### src/core/rtcc_pkg.sv
// ----------------------------------------------------------------
// ----------------------------------------------------------------
package rtcc_pkg;
  // ----------------------------------------------------------------
  // timing
  // ----------------------------------------------------------------
  localparam int unsigned CLK_PERIOD_NS = 5;
  localparam int unsigned TICK_NS = 3906250;
  localparam int unsigned TICK_CYC = TICK_NS / CLK_PERIOD_NS;
  localparam int unsigned BUSY0_US = 244;
  localparam int unsigned BUSY1_US = 122;
  localparam int unsigned BUSY2_US = 61;
  localparam int unsigned BUSY0_CYC = BUSY0_US * 1000 / CLK_PERIOD_NS;
  localparam int unsigned BUSY1_CYC = BUSY1_US * 1000 / CLK_PERIOD_NS;
  localparam int unsigned BUSY2_CYC = BUSY2_US * 1000 / CLK_PERIOD_NS;
  // ----------------------------------------------------------------
  // register offsets and fields
  // ----------------------------------------------------------------
  localparam logic [11:0] OFS_CTRL = 12'h000;
  localparam logic [11:0] OFS_IRQ = 12'h004;
  localparam logic [11:0] OFS_DIV = 12'h008;
  localparam logic [11:0] OFS_SEC = 12'h00c;
  localparam logic [11:0] OFS_MIN = 12'h010;
  localparam logic [11:0] OFS_HOUR = 12'h014;
  localparam logic [11:0] OFS_DAY = 12'h018;
  localparam logic [11:0] OFS_AMIN = 12'h020;
  localparam logic [11:0] OFS_AHOUR = 12'h024;
  localparam logic [11:0] OFS_ADAY = 12'h028;
  localparam logic [11:0] OFS_TEST = 12'h02c;
  localparam int CTRL_RUN_BIT = 0;
  localparam int CTRL_RST_BIT = 1;
  localparam int CTRL_BW_LSB = 5;
  localparam int IRQ_AF_BIT = 0;
  localparam int IRQ_PF_BIT = 1;
  localparam int IRQ_ALM_LSB = 2;
  localparam int IRQ_SRC_LSB = 5;
  localparam int TEST_EN_BIT = 0;
  localparam int TEST_MODE_LSB = 1;
  // ----------------------------------------------------------------
  // values
  // ----------------------------------------------------------------
  localparam logic [5:0] SEC_MAX = 6'h3b;
  localparam logic [5:0] MIN_MAX = 6'h3b;
  localparam logic [4:0] HOUR_MAX = 5'h17;
  localparam logic [2:0] SRC_32HZ = 3'h0;
  localparam logic [2:0] SRC_8HZ = 3'h1;
  localparam logic [2:0] SRC_2HZ = 3'h2;
  localparam logic [2:0] SRC_1HZ = 3'h3;
  localparam logic [2:0] SRC_MIN = 3'h4;
  localparam logic [2:0] SRC_HOUR = 3'h5;
  localparam logic [2:0] SRC_DAY = 3'h6;
  localparam logic [2:0] SRC_OFF = 3'h7;
  localparam logic [2:0] ALM_NONE = 3'h0;
  localparam logic [1:0] BW_RST = 2'h0;
  localparam logic [1:0] BW_122 = 2'h1;
  localparam logic [1:0] BW_61 = 2'h2;
  localparam logic [3:0] TEST_MODE_RST = 4'h0;
  localparam logic [3:0] TEST_DIVWR = 4'h0;
  localparam logic [7:0] MASK_32HZ = 8'h07;
  localparam logic [7:0] MASK_8HZ = 8'h1f;
  localparam logic [7:0] MASK_2HZ = 8'h7f;
  localparam logic [7:0] MASK_1HZ = 8'hff;
  // ----------------------------------------------------------------
  // types
  // ----------------------------------------------------------------
  typedef struct packed {
    logic [15:0] day;
    logic [4:0] hour;
    logic [5:0] min;
    logic [5:0] sec;
  } rtcc_time_t;
  typedef struct packed {
    logic [2:0] src_sel;
    logic [2:0] alarm_en;
    logic pflag;
    logic aflag;
  } rtcc_irq_t;
  typedef enum logic [1:0] {ST_IDLE = 2'h1, ST_BUSY = 2'h2} rtcc_busy_st_t;
endpackage

### src/core/rtcc_tick.sv
`timescale 1ns/1ps
module rtcc_tick #(
  parameter int unsigned CYC = 781250
) (
  // clock
  input wire logic pclk,
  // control
  input wire logic run,
  input wire logic clr,
  // 256 Hz step
  output logic tick
);
  logic [19:0] cnt_q;

  // prescaler is not touched by system reset, only by clr
  assign tick = run & (cnt_q == 20'(CYC - 1));

  always_ff @(posedge pclk) begin
    if (clr) begin
      cnt_q <= 20'h00000;
    end else if (run) begin
      cnt_q <= tick ? 20'h00000 : cnt_q + 20'h00001;
    end
  end
endmodule

### src/core/rtcc_modcnt.sv
`timescale 1ns/1ps
module rtcc_modcnt #(
  parameter int unsigned W = 6,
  parameter logic [W-1:0] MAX = '1
) (
  // clock and reset
  input wire logic pclk,
  input wire logic presetn,
  // count and load
  input wire logic inc,
  input wire logic wr,
  input wire logic [W-1:0] wdata,
  // state
  output logic [W-1:0] value,
  output logic wrap
);
  logic [W-1:0] value_q;

  function automatic logic [W-1:0] clamp(input logic [W-1:0] v);
    clamp = (v > MAX) ? '0 : v;
  endfunction

  assign value = value_q;
  assign wrap = inc & (value_q == MAX);

  always_ff @(posedge pclk) begin
    if (wr) begin
      value_q <= clamp(wdata);
    end else if (wrap) begin
      value_q <= '0;
    end else if (inc) begin
      value_q <= value_q + 1'b1;
    end
  end

  AST_WR_CLAMP: assert property (
    @(posedge pclk) disable iff (!presetn)
    wr && (wdata > MAX) |=> value == '0)
    else $error("out of range write did not load zero");

  AST_WRAP_ZERO: assert property (
    @(posedge pclk) disable iff (!presetn)
    inc && !wr && (value == MAX) |-> wrap ##1 (value == '0))
    else $error("counter did not wrap to zero");
endmodule

### src/core/rtcc_core.sv
`timescale 1ns/1ps
module rtcc_core
  import rtcc_pkg::*;
#(
  parameter int unsigned P_TICK_CYC = TICK_CYC,
  parameter int unsigned P_BUSY0_CYC = BUSY0_CYC,
  parameter int unsigned P_BUSY1_CYC = BUSY1_CYC,
  parameter int unsigned P_BUSY2_CYC = BUSY2_CYC
) (
  // clock and reset
  input wire logic pclk,
  input wire logic presetn,
  // apb slave
  input wire logic psel,
  input wire logic penable,
  input wire logic pwrite,
  input wire logic [11:0] paddr,
  input wire logic [31:0] pwdata,
  output logic [31:0] prdata,
  output logic pready,
  output logic pslverr,
  // interrupt controller
  output logic irq
);
  // ----------------------------------------------------------------
  // declarations
  // ----------------------------------------------------------------
  logic setup_ph;
  logic acc_ph;
  logic hit_ctrl;
  logic hit_irq;
  logic hit_div;
  logic hit_sec;
  logic hit_min;
  logic hit_hour;
  logic hit_day;
  logic hit_amin;
  logic hit_ahour;
  logic hit_aday;
  logic hit_test;
  logic mapped;
  logic refused;
  logic acc_err;
  logic wr_ok;
  logic run_q;
  logic [1:0] bw_q;
  logic cnt_rst;
  logic tick;
  logic [7:0] div_q;
  logic sec_inc;
  logic sec_wrap;
  logic min_wrap;
  logic hour_wrap;
  logic [5:0] sec_v;
  logic [5:0] min_v;
  logic [4:0] hour_v;
  logic [15:0] day_q;
  rtcc_time_t time_s;
  logic [5:0] amin_q;
  logic [4:0] ahour_q;
  logic [8:0] aday_q;
  rtcc_irq_t irq_q;
  logic per_carry;
  logic min_hit;
  logic hour_hit;
  logic day_hit;
  logic alarm_match;
  logic [3:0] test_mode_q;
  logic test_en_q;
  logic test_act_q;
  logic test_divwr;
  rtcc_busy_st_t st_q;
  rtcc_busy_st_t st_d;
  logic [15:0] bcnt_q;
  logic [15:0] bcnt_d;
  logic [15:0] busy_len;
  logic busy;
  logic [31:0] rd_word;
  logic [31:0] prdata_q;

  function automatic logic stage_carry(input logic [7:0] d, input logic [7:0] m);
    stage_carry = (d & m) == m;
  endfunction

  // ----------------------------------------------------------------
  // apb decode
  // ----------------------------------------------------------------
  assign setup_ph = psel & ~penable;
  assign acc_ph = psel & penable;
  assign hit_ctrl = paddr == OFS_CTRL;
  assign hit_irq = paddr == OFS_IRQ;
  assign hit_div = paddr == OFS_DIV;
  assign hit_sec = paddr == OFS_SEC;
  assign hit_min = paddr == OFS_MIN;
  assign hit_hour = paddr == OFS_HOUR;
  assign hit_day = paddr == OFS_DAY;
  assign hit_amin = paddr == OFS_AMIN;
  assign hit_ahour = paddr == OFS_AHOUR;
  assign hit_aday = paddr == OFS_ADAY;
  assign hit_test = paddr == OFS_TEST;
  assign mapped = hit_ctrl | hit_irq | hit_div | hit_sec | hit_min | hit_hour
                | hit_day | hit_amin | hit_ahour | hit_aday | hit_test;
  assign refused = busy & ~hit_ctrl;
  assign acc_err = ~mapped | refused;
  assign wr_ok = acc_ph & pwrite & ~acc_err;
  assign pready = 1'b1;
  assign pslverr = acc_ph & acc_err;

  // ----------------------------------------------------------------
  // run/stop control
  // ----------------------------------------------------------------
  always_ff @(posedge pclk or negedge presetn) begin
    if (!presetn) begin
      run_q <= 1'b0;
      bw_q <= BW_RST;
    end else if (wr_ok & hit_ctrl) begin
      run_q <= pwdata[CTRL_RUN_BIT];
      bw_q <= pwdata[CTRL_BW_LSB +: 2];
    end
  end

  assign cnt_rst = wr_ok & hit_ctrl & pwdata[CTRL_RST_BIT] & ~pwdata[CTRL_RUN_BIT];

  rtcc_tick #(
    .CYC(P_TICK_CYC)
  ) u_tick (
    .pclk(pclk),
    .run(run_q),
    .clr(cnt_rst),
    .tick(tick)
  );

  // ----------------------------------------------------------------
  // divider stages, 128 Hz in bit 0 up to 1 Hz in bit 7
  // ----------------------------------------------------------------
  // divider write mode
  assign test_divwr = test_act_q & (test_mode_q == TEST_DIVWR);

  always_ff @(posedge pclk) begin
    if (cnt_rst) begin
      div_q <= 8'h00;
    end else if (wr_ok & hit_div & test_divwr) begin
      div_q <= pwdata[7:0];
    end else if (tick) begin
      div_q <= div_q + 8'h01;
    end
  end

  assign sec_inc = tick & stage_carry(div_q, MASK_1HZ);

  // ----------------------------------------------------------------
  // time counters
  // ----------------------------------------------------------------
  // seconds counter
  rtcc_modcnt #(
    .W(6),
    .MAX(SEC_MAX)
  ) u_sec (
    .pclk(pclk),
    .presetn(presetn),
    .inc(sec_inc),
    .wr(wr_ok & hit_sec),
    .wdata(pwdata[5:0]),
    .value(sec_v),
    .wrap(sec_wrap)
  );

  rtcc_modcnt #(
    .W(6),
    .MAX(MIN_MAX)
  ) u_min (
    .pclk(pclk),
    .presetn(presetn),
    .inc(sec_wrap),
    .wr(wr_ok & hit_min),
    .wdata(pwdata[5:0]),
    .value(min_v),
    .wrap(min_wrap)
  );

  rtcc_modcnt #(
    .W(5),
    .MAX(HOUR_MAX)
  ) u_hour (
    .pclk(pclk),
    .presetn(presetn),
    .inc(min_wrap),
    .wr(wr_ok & hit_hour),
    .wdata(pwdata[4:0]),
    .value(hour_v),
    .wrap(hour_wrap)
  );

  always_ff @(posedge pclk) begin
    if (wr_ok & hit_day) begin
      day_q <= pwdata[15:0];
    end else if (hour_wrap) begin
      day_q <= day_q + 16'h0001;
    end
  end

  assign time_s = '{day: day_q, hour: hour_v, min: min_v, sec: sec_v};

  // ----------------------------------------------------------------
  // alarm compare values, kept as written
  // ----------------------------------------------------------------
  // no system reset
  always_ff @(posedge pclk) begin
    if (wr_ok & hit_amin) begin
      amin_q <= pwdata[5:0];
    end
    if (wr_ok & hit_ahour) begin
      ahour_q <= pwdata[4:0];
    end
    if (wr_ok & hit_aday) begin
      aday_q <= pwdata[8:0];
    end
  end

  assign min_hit = (time_s.min == amin_q) & (amin_q <= MIN_MAX);
  assign hour_hit = (time_s.hour == ahour_q) & (ahour_q <= HOUR_MAX);
  assign day_hit = time_s.day == {7'h00, aday_q};
  assign alarm_match = |(irq_q.alarm_en & {day_hit, hour_hit, min_hit});

  // ----------------------------------------------------------------
  // periodic source
  // ----------------------------------------------------------------
  // source select
  always_comb begin
    per_carry = 1'b0;
    unique case (irq_q.src_sel)
      SRC_32HZ: per_carry = tick & stage_carry(div_q, MASK_32HZ);
      SRC_8HZ: per_carry = tick & stage_carry(div_q, MASK_8HZ);
      SRC_2HZ: per_carry = tick & stage_carry(div_q, MASK_2HZ);
      SRC_1HZ: per_carry = sec_inc;
      SRC_MIN: per_carry = sec_wrap;
      SRC_HOUR: per_carry = min_wrap;
      SRC_DAY: per_carry = hour_wrap;
      SRC_OFF: per_carry = 1'b0;
    endcase
  end

  // ----------------------------------------------------------------
  // interrupt settings and pending flags
  // ----------------------------------------------------------------
  // reset select off
  always_ff @(posedge pclk or negedge presetn) begin
    if (!presetn) begin
      irq_q <= '{src_sel: SRC_OFF, alarm_en: ALM_NONE, pflag: 1'b0, aflag: 1'b0};
    end else begin
      if (wr_ok & hit_irq) begin
        irq_q.src_sel <= pwdata[IRQ_SRC_LSB +: 3];
        irq_q.alarm_en <= pwdata[IRQ_ALM_LSB +: 3];
      end
      irq_q.pflag <= per_carry | (irq_q.pflag & ~(wr_ok & hit_irq & pwdata[IRQ_PF_BIT]));
      irq_q.aflag <= alarm_match | (irq_q.aflag & ~(wr_ok & hit_irq & pwdata[IRQ_AF_BIT]));
    end
  end

  assign irq = irq_q.pflag | irq_q.aflag;

  // ----------------------------------------------------------------
  // test register
  // ----------------------------------------------------------------
  // one then zero written to the enable bit enters test mode
  always_ff @(posedge pclk or negedge presetn) begin
    if (!presetn) begin
      test_mode_q <= TEST_MODE_RST;
      test_en_q <= 1'b0;
      test_act_q <= 1'b0;
    end else if (wr_ok & hit_test) begin
      test_mode_q <= pwdata[TEST_MODE_LSB +: 4];
      test_en_q <= pwdata[TEST_EN_BIT];
      test_act_q <= test_en_q & ~pwdata[TEST_EN_BIT];
    end
  end

  // ----------------------------------------------------------------
  // update busy window after each second step
  // ----------------------------------------------------------------
  assign busy_len = (bw_q == BW_122) ? 16'(P_BUSY1_CYC)
                  : (bw_q == BW_61) ? 16'(P_BUSY2_CYC) : 16'(P_BUSY0_CYC);
  assign busy = st_q == ST_BUSY;

  always_comb begin
    st_d = st_q;
    bcnt_d = bcnt_q;
    unique case (st_q)
      ST_IDLE: begin
        if (sec_inc) begin
          st_d = ST_BUSY;
          bcnt_d = busy_len;
        end
      end
      ST_BUSY: begin
        bcnt_d = bcnt_q - 16'h0001;
        if (bcnt_q <= 16'h0001) begin
          st_d = ST_IDLE;
        end
      end
      default: st_d = ST_IDLE;
    endcase
  end

  always_ff @(posedge pclk or negedge presetn) begin
    if (!presetn) begin
      st_q <= ST_IDLE;
      bcnt_q <= 16'h0000;
    end else begin
      st_q <= st_d;
      bcnt_q <= bcnt_d;
    end
  end

  // ----------------------------------------------------------------
  // read data, sampled in the setup phase
  // ----------------------------------------------------------------
  // register read view
  assign rd_word = ({32{hit_ctrl}} & {24'h000000, busy, bw_q, 4'h0, run_q})
                 | ({32{hit_irq}} & {24'h000000, irq_q})
                 | ({32{hit_div}} & {24'h000000, div_q})
                 | ({32{hit_sec}} & {26'h0000000, time_s.sec})
                 | ({32{hit_min}} & {26'h0000000, time_s.min})
                 | ({32{hit_hour}} & {27'h0000000, time_s.hour})
                 | ({32{hit_day}} & {16'h0000, time_s.day})
                 | ({32{hit_amin}} & {26'h0000000, amin_q})
                 | ({32{hit_ahour}} & {27'h0000000, ahour_q})
                 | ({32{hit_aday}} & {23'h000000, aday_q})
                 | ({32{hit_test}} & {27'h0000000, test_mode_q, test_en_q});

  always_ff @(posedge pclk or negedge presetn) begin
    if (!presetn) begin
      prdata_q <= 32'h00000000;
    end else if (setup_ph) begin
      prdata_q <= (pwrite | refused) ? 32'h00000000 : rd_word;
    end
  end

  assign prdata = prdata_q;

  // ----------------------------------------------------------------
  // checks
  // ----------------------------------------------------------------
  // select after reset
  AST_SRC_RST: assert property (
    @(posedge pclk) disable iff (!presetn)
    $rose(presetn) |-> (irq_q.src_sel == SRC_OFF) && (irq_q.alarm_en == ALM_NONE))
    else $error("interrupt settings not at reset values");

  AST_PER_SET: assert property (
    @(posedge pclk) disable iff (!presetn)
    per_carry |=> irq_q.pflag && irq)
    else $error("periodic carry did not raise the flag");

  AST_PF_CLR: assert property (
    @(posedge pclk) disable iff (!presetn)
    wr_ok && hit_irq && pwdata[IRQ_PF_BIT] && !per_carry |=> !irq_q.pflag)
    else $error("periodic flag not cleared by write");

  AST_ALM_HOLD: assert property (
    @(posedge pclk) disable iff (!presetn)
    alarm_match && $past(alarm_match) |=> irq_q.aflag)
    else $error("alarm flag dropped while match stands");

  AST_AF_CLR: assert property (
    @(posedge pclk) disable iff (!presetn)
    wr_ok && hit_irq && pwdata[IRQ_AF_BIT] && !alarm_match |=> !irq_q.aflag)
    else $error("alarm flag not cleared by write");

  AST_IRQ_CAUSE: assert property (
    @(posedge pclk) disable iff (!presetn)
    $rose(irq) |-> $past(per_carry) || $past(alarm_match))
    else $error("interrupt rose with no event");

  AST_DIV_CLR: assert property (
    @(posedge pclk) disable iff (!presetn)
    cnt_rst |=> (div_q == 8'h00) && !tick)
    else $error("divider not cleared by counter reset");

  AST_DIV_IGN: assert property (
    @(posedge pclk) disable iff (!presetn)
    wr_ok && hit_div && !test_divwr && !tick && !cnt_rst |=> $stable(div_q))
    else $error("divider took a write outside test mode");

  AST_BUSY_REFUSE: assert property (
    @(posedge pclk) disable iff (!presetn)
    sec_inc && !busy |=> busy && (!(acc_ph && !hit_ctrl) || pslverr))
    else $error("access not refused during update");

  AST_DAY_INC: assert property (
    @(posedge pclk) disable iff (!presetn)
    hour_wrap && !(wr_ok && hit_day) |=> day_q == $past(day_q) + 16'h0001)
    else $error("day counter did not advance on hour carry");
endmodule

### config.mk
export PLATFORM = sky130hd
export DESIGN_NAME = rtcc_core
export DESIGN_NICKNAME = d
export VERILOG_FILES = /design/src/core/rtcc_pkg.sv /design/src/core/rtcc_tick.sv /design/src/core/rtcc_modcnt.sv /design/src/core/rtcc_core.sv
export SDC_FILE = /design/constraint.sdc
export NUM_CORES = 1
export LEC_CHECK = 0
export BUFFER_PORTS_ARGS = -buffer_cell sky130_fd_sc_hd__buf_2
export CORE_UTILIZATION = 54
export DETAILED_ROUTE_END_ITERATION = 10
export PLACE_DENSITY = 0.81
export SYNTH_ARGS = -nofsm -noshare
export SYNTH_HDL_FRONTEND = slang
export SYNTH_SLANG_ARGS = --single-unit
### constraint.sdc
create_clock -name pclk -period 2.35 [get_ports pclk]
set_input_delay 0.3525 -clock pclk [delete_from_list [all_inputs] [get_ports pclk]]
set_output_delay 0.3525 -clock pclk [all_outputs]
set_load 0.02 [all_outputs]
==> results.py, run 1 <==
metrics = {
    "synth": {
        "async_flop_share_pct": 38.6,
        "synth_edf_count": 53,
        "syn_area_sq_um": 7530,
        "netlist_instances": 767,
        "synth_ff_type": "edfxtp_1",
        "yosysWarnings": 0,
        "seq_area_frac_synth_pct": 45.6,
        "synth_cell_type_count": 78,
        "synth.ff_latch_count": 132,
        "syn_area_per_cell_sq_um": 9.81,
    },
    "worst_hold_path": {
        "hold_path.class": "in -> reg",
        "min_path_cells": 1,
        "worstHoldStart": "pwdata[8]",
        "hold_path_end": "aday_q[8]",
    },
    "drt": {
        "wl_microns": 21800,
        "drt_iter0_markers": 763,
        "antenna_left": 0,
        "dr.max_layer_used": "met4",
        "drt-met1-wl_microns": 8920,
        "wl_met3_microns": 1990,
        "num_vias": 6714,
        "drc": 0,
        "firstDrtPassIters": 6,
        "wl_per_cell_microns": 20.3,
        "viasPerCell": 6.25,
        "dr_wl_met2_microns": 10000,
    },
    "global_route": {
        "antenna_found_initial": 0,
        "grt_usage_pct": 31.6,
        "gr-total-overflow": 0,
        "grt_pass1_wl_microns": 34400,
        "grt_pass1_vias": 6389,
        "grt_max_degree": 35,
    },
    "cells_and_area": {
        "diodes": 0,
        "drive_gt1_share_pct": 23.5,
        "areaGrowthSynthToFinish_pct": 21.6,
        "layout_commonest_cell": "buf_4",
        "nNetsFinal": 949,
        "fillers": 994,
        "final_cell_mix": "83 x buf_4, 62 x nor2_1, 62 x nand2_1",
    },
    "sta": {
        "maxSlewViolCount": 0,
        "whs_ns": 0.156,
        "fmax_ghz": 0.456,
        "rsz0062_at_grt": "false",
        "setup_viol": 0,
        "finalCritPeriodShare_pct": 93.4,
        "worst-slew-pin-transition_ns": 0.527,
        "slew_headroom_pct": 64.6,
        "fin_crit_ns": 2.20,
        "hold_viol_final": 0,
        "fin_skew_ns": 0.00752,
    },
    "status": {
        "status": "finished clean",
    },
    "setup_path": {
        "worstRegToRegCells": 6,
        "r2r-start": "u_tick.cnt_q[18]",
        "crit_path_max_fanout": 16,
        "critPathKind": "reg -> reg",
        "end_kind": "flop",
        "startpoint_type": "flop",
        "r2r-end": "day_q[5]",
        "r2r_slack_ns": 0.15,
        "critPathArrivalTime_ns": 2.33,
        "crit_required_ns": 2.49,
    },
    "floorplanning": {
        "ios": 84,
        "die_y_microns": 120,
        "core-area_sq_um": 13400,
        "die_w_microns": 120,
        "fp.dieArea_sq_um": 14400,
        "initial_utilization_pct": 56.2,
        "placementRows": 42,
    },
    "clock_network": {
        "clkSlewWorstSetupHoldPaths_ns": 0.06,
        "worstSkewPairLatency_ns": 0.43,
        "cts-root-buf": "clkbuf_16",
        "cts_tree": "yes",
        "clk_path_buf_depth": 2,
        "postCtsSetupBuffers": 0,
        "clock_sinks": 132,
        "htree_levels": 4,
        "cts_buffers": 17,
    },
    "pwr": {
        "leakagePower_uw": 0.00377,
        "p_per_area_nw_per_um2": 570,
        "power_uw": 5220,
        "irDropWorstVdd_uv": 415,
    },
    "place": {
        "gp_congestion": 0.960,
        "post-dp-hpwl_microns": 15900,
        "io_buffers": 50,
    },
    "job": {
        "cap_violations": 0,
    },
}
==> sequential cells by signal, summed over array words and instances, names as in the netlist, 4 cells and up <==
register      flops
u_tick.cnt_q     20
bcnt_q           16
day_q            16
prdata           16
aday_q            9
div_q             8
irq_q             8
amin_q            6
u_min.value       6
u_sec.value       6
ahour_q           5
u_hour.value      5
test_mode_q       4
==> how the worst max path moves through the flow <==
stage	startpoint	to	slack (ns)	cells after the start
floorplan	paddr[3]	day_q[12]	-0.05	7
global placement	paddr[1]	irq_q[2]	-0.13	7
detailed placement	paddr[1]	irq_q[2]	-0.16	7
CTS	u_tick.cnt_q[18]	day_q[5]	0.08	6
global route	u_tick.cnt_q[18]	day_q[5]	0.07	6
finish	u_tick.cnt_q[18]	day_q[5]	0.15	6
==> timing repair <==
item | in CTS | in global routing
hold buffers | 1 | 0
gates resized for setup | 1 | 6
setup endpoints to repair | 3 | 22
hold endpoints to repair | 17 | 0
==> synthesized netlist by cell type, drive strengths merged, types with 6 or more instances <==
master  number  share of area (%)
nand2b      11               0.91
xor2        21                2.4
edfxtp      53                 21
and3         9               0.75
mux4         6                1.8
inv         17               0.85
nand2       62                3.1
mux2i       14                1.9
o21ai       48                3.2
nor3        26                1.8
nand4       22                1.9
or2          8               0.66
nor2        63                3.1
nor4b       11                1.3
buf         23                2.2
a21oi       32                2.1
ha          14                2.3
mux2        10                1.5
a22o        11                1.3
xnor2       45                5.2
nand3       39                2.6
nor4        14                1.2
dfxtp       28                7.4
dfrtp       47                 16
o22ai        9               0.75
clkbuf      30                1.5
a211oi       6               0.76
==> power by group <==
group	internal [uW]	total [uW]	leakage, uW	switching (uW)
sequential	2380	2380	0.00130	0.568
clock	1530	2590	0.000280	1060
combinational	79.2	245	0.00219	165
total	3990	5220	0.00377	1230
==> metrics by stage <==
stage	std cells	area, sq um	setup slack, ns	utilization [%]	setup TNS [ns]
4_1_cts	1075	9120	0.0764	68.1	0
3_3_place_gp	1042	8530	-0.125	63.7	-4.56
6_report	1075	9160	0.155	68.3	0
2_1_floorplan	782	7640	-0.0515	-	-1.38
5_1_grt	1075	9160	0.0695	68.3	0
3_5_place_dp	1042	8530	-0.164	63.7	-6.92
==> routing by layer <==
| layer | track usage [%] | vias up |
|---|---|---|
| li1 | - | 3045 |
| met1 | 42.6 | 3225 |
| met2 | 49.5 | 371 |
| met3 | 5.75 | 73 |
| met4 | 14.5 | 0 |
| met5 | 0 | - |
==> critical path, cell delays in order (launching register included) <==
cell and delay (ns):
dfxtp_1 0.35, nor4b_1 0.42, nand4_1 0.14, or2_2 0.33, nor3_2 0.31, nand2b_2 0.21
buf_12 0.15
==> cell type report <==
| type | instances | area [sq um] | share of cell area [%] |
|---|---|---|---|
| Sequential cell | 132 | 3430 | 37.5 |
| Timing Repair Buffer | 138 | 963 | 10.5 |
| Clock buffer | 19 | 454 | 4.96 |
| Clock inverter | 13 | 121 | 1.33 |
| Tap cell | 176 | 220 | 2.41 |
| Inverter | 17 | 63.8 | 0.697 |
| Multi-Input combinational cell | 580 | 3900 | 42.6 |
==> logic make-up after synthesis <==
group	share of synthesized area, %
mux	5.15
flops	45.6
other cells	0.0998
simple gates	21.5
fa+ha+maj	2.33
compound gates	13.1
xor+xnor	7.68
buf+inv	4.54
Power figures use the tool's default switching activity.
==> run 2, diff against run 1 <==
Settings changed: CELL_PAD_IN_SITES_DETAIL_PLACEMENT set to 1, CELL_PAD_IN_SITES_GLOBAL_PLACEMENT set to 2, CORE_UTILIZATION 54 to 34, PLACE_DENSITY 0.81 to 0.8.
==> results.py, run 2 (synthesis results as in run 1) <==
metrics = {
    "status": {
        "status": "finished clean",
    },
    "worst_hold_path": {
        "hold_path.class": "in -> reg",
    },
    "cells_and_area": {
        "final_cell_mix": "96 x buf_4, 62 x nor2_1, 62 x nand2_1",
        "nNetsFinal": 962,
        "largest-register": "u_tick.cnt_q",
        "diodes": 0,
        "areaGrowthSynthToFinish_pct": 25.0,
        "finalNonFillerCells": 1192,
        "drive_gt1_share_pct": 24.6,
        "layout_commonest_cell": "buf_4",
        "fillers": 2484,
        "largest_reg_flops": 20,
        "final_util_pct": 43.3,
    },
    "place": {
        "io_buffers": 50,
        "gp_congestion": 0.903,
        "dp.cells": 1159,
        "post-dp-hpwl_microns": 18400,
    },
    "clock_network": {
        "cts_tree": "yes",
        "clock_sinks": 132,
        "worstSkewPairLatency_ns": 0.43,
        "cts_buffers": 17,
        "postCtsSetupBuffers": 0,
        "cts-root-buf": "clkbuf_16",
        "clk_path_buf_depth": 2,
        "htree_levels": 4,
        "clkSlewWorstSetupHoldPaths_ns": 0.06,
    },
    "setup_path": {
        "startpoint_type": "flop",
        "crit_end": "pslverr",
        "r2r-end": "bcnt_q[7]",
        "crit_required_ns": 2.00,
        "critPathArrivalTime_ns": 1.89,
        "end_kind": "primary output",
        "crit_start": "st_q[0]",
        "critPathKind": "reg -> out",
        "r2r-start": "u_tick.cnt_q[1]",
        "crit_path_max_fanout": 7,
        "worstRegToRegCells": 7,
        "r2r_slack_ns": 0.17,
    },
    "drt": {
        "firstDrtPassIters": 5,
        "num_vias": 6613,
        "wl_microns": 24600,
        "drc": 0,
        "antenna_left": 0,
        "wl_per_cell_microns": 20.6,
        "drt_iter0_markers": 436,
        "viasPerCell": 5.55,
    },
    "global_route": {
        "grt_pass1_vias": 6700,
        "gr-total-overflow": 0,
        "grt_pass1_wl_microns": 38100,
        "antenna_found_initial": 0,
        "grt_usage_pct": 22.7,
        "grt_max_degree": 35,
    },
    "pwr": {
        "leakagePower_uw": 0.00385,
        "power_uw": 5400,
        "irDropWorstVdd_uv": 388,
        "p_per_area_nw_per_um2": 574,
    },
    "job": {
        "cap_violations": 0,
    },
    "floorplanning": {
        "die_w_microns": 151,
        "fp.dieArea_sq_um": 22700,
        "core-area_sq_um": 21800,
        "placementRows": 54,
        "ios": 84,
        "die_y_microns": 151,
        "initial_utilization_pct": 34.6,
    },
    "sta": {
        "fmax_ghz": 0.445,
        "hold_viol_final": 0,
        "slew_headroom_pct": 57.9,
        "finalCritPeriodShare_pct": 95.6,
        "rsz0062_at_grt": "false",
        "whs_ns": 0.127,
        "fin_skew_ns": 0.0128,
        "worst-slew-pin-transition_ns": 0.623,
        "setup_viol": 0,
        "fin_crit_ns": 2.25,
        "maxSlewViolCount": 0,
    },
}
## run 2: timing repair
item | 4_1_cts | 5_1_grt
hold endpoints to repair | 16 | 0
hold buffers | 1 | 0
setup endpoints to repair | 0 | 27
gates resized for setup | 0 | 7
## run 2: worst min-delay path by stage
stage	startpoint	to	cells after the start	slack [ns]
final	pwdata[8]	aday_q[8]	1	0.13
after global routing	pwdata[8]	aday_q[8]	1	0.12
after CTS	pwdata[8]	aday_q[8]	1	0.12
after detailed placement	presetn	prdata[3]	1	0.34
after floorplan	presetn	bcnt_q[0]	0	0.06
after global placement	presetn	prdata[1]	1	0.34
## run 2: report_power, final
group | leakage [uW] | total (uW) | switching (uW) | internal [uW]
sequential | 0.00130 | 2380 | 0.500 | 2380
clock | 0.000300 | 2760 | 1080 | 1680
combinational | 0.00225 | 252 | 171 | 80.6
total | 0.00385 | 5400 | 1250 | 4140
## run 2: metal layers
layer	track usage (%)	up-vias	routed length [microns]
li1	-	3072	-
met3	4.31	36	1370
met5	0	-	0
met4	8.05	0	553
met1	29.2	3298	10800
met2	38.0	207	11900
## run 2: final cells by class
type	count	area, sq um	share of cell area, %
well taps	280	350	3.72
clock inverters	9	86.3	0.917
clock buffers	23	522	5.54
multi-input cells	580	3900	41.4
repair buffers	151	1060	11.3
flip-flops and latches	132	3430	36.5
inverters	17	63.8	0.678
## run 2: worst max-delay path, stage by stage, from the launching register on
cell	delay (ns)
dfstp_2	0.41
nand2b_1	0.18
a21o_2	0.28
buf_4	0.16
a31oi_1	0.23
buf_2	0.21
## run 2: through the flow
step,cell area [sq um],setup TNS (ns),setup slack [ns]
6_report,9410,0,0.103
5_1_grt,9410,0,0.0131
4_1_cts,9380,0,0.0248
3_5_place_dp,8760,-4.59,-0.170
3_3_place_gp,8760,-3.30,-0.161
2_1_floorplan,7640,-1.38,-0.0515
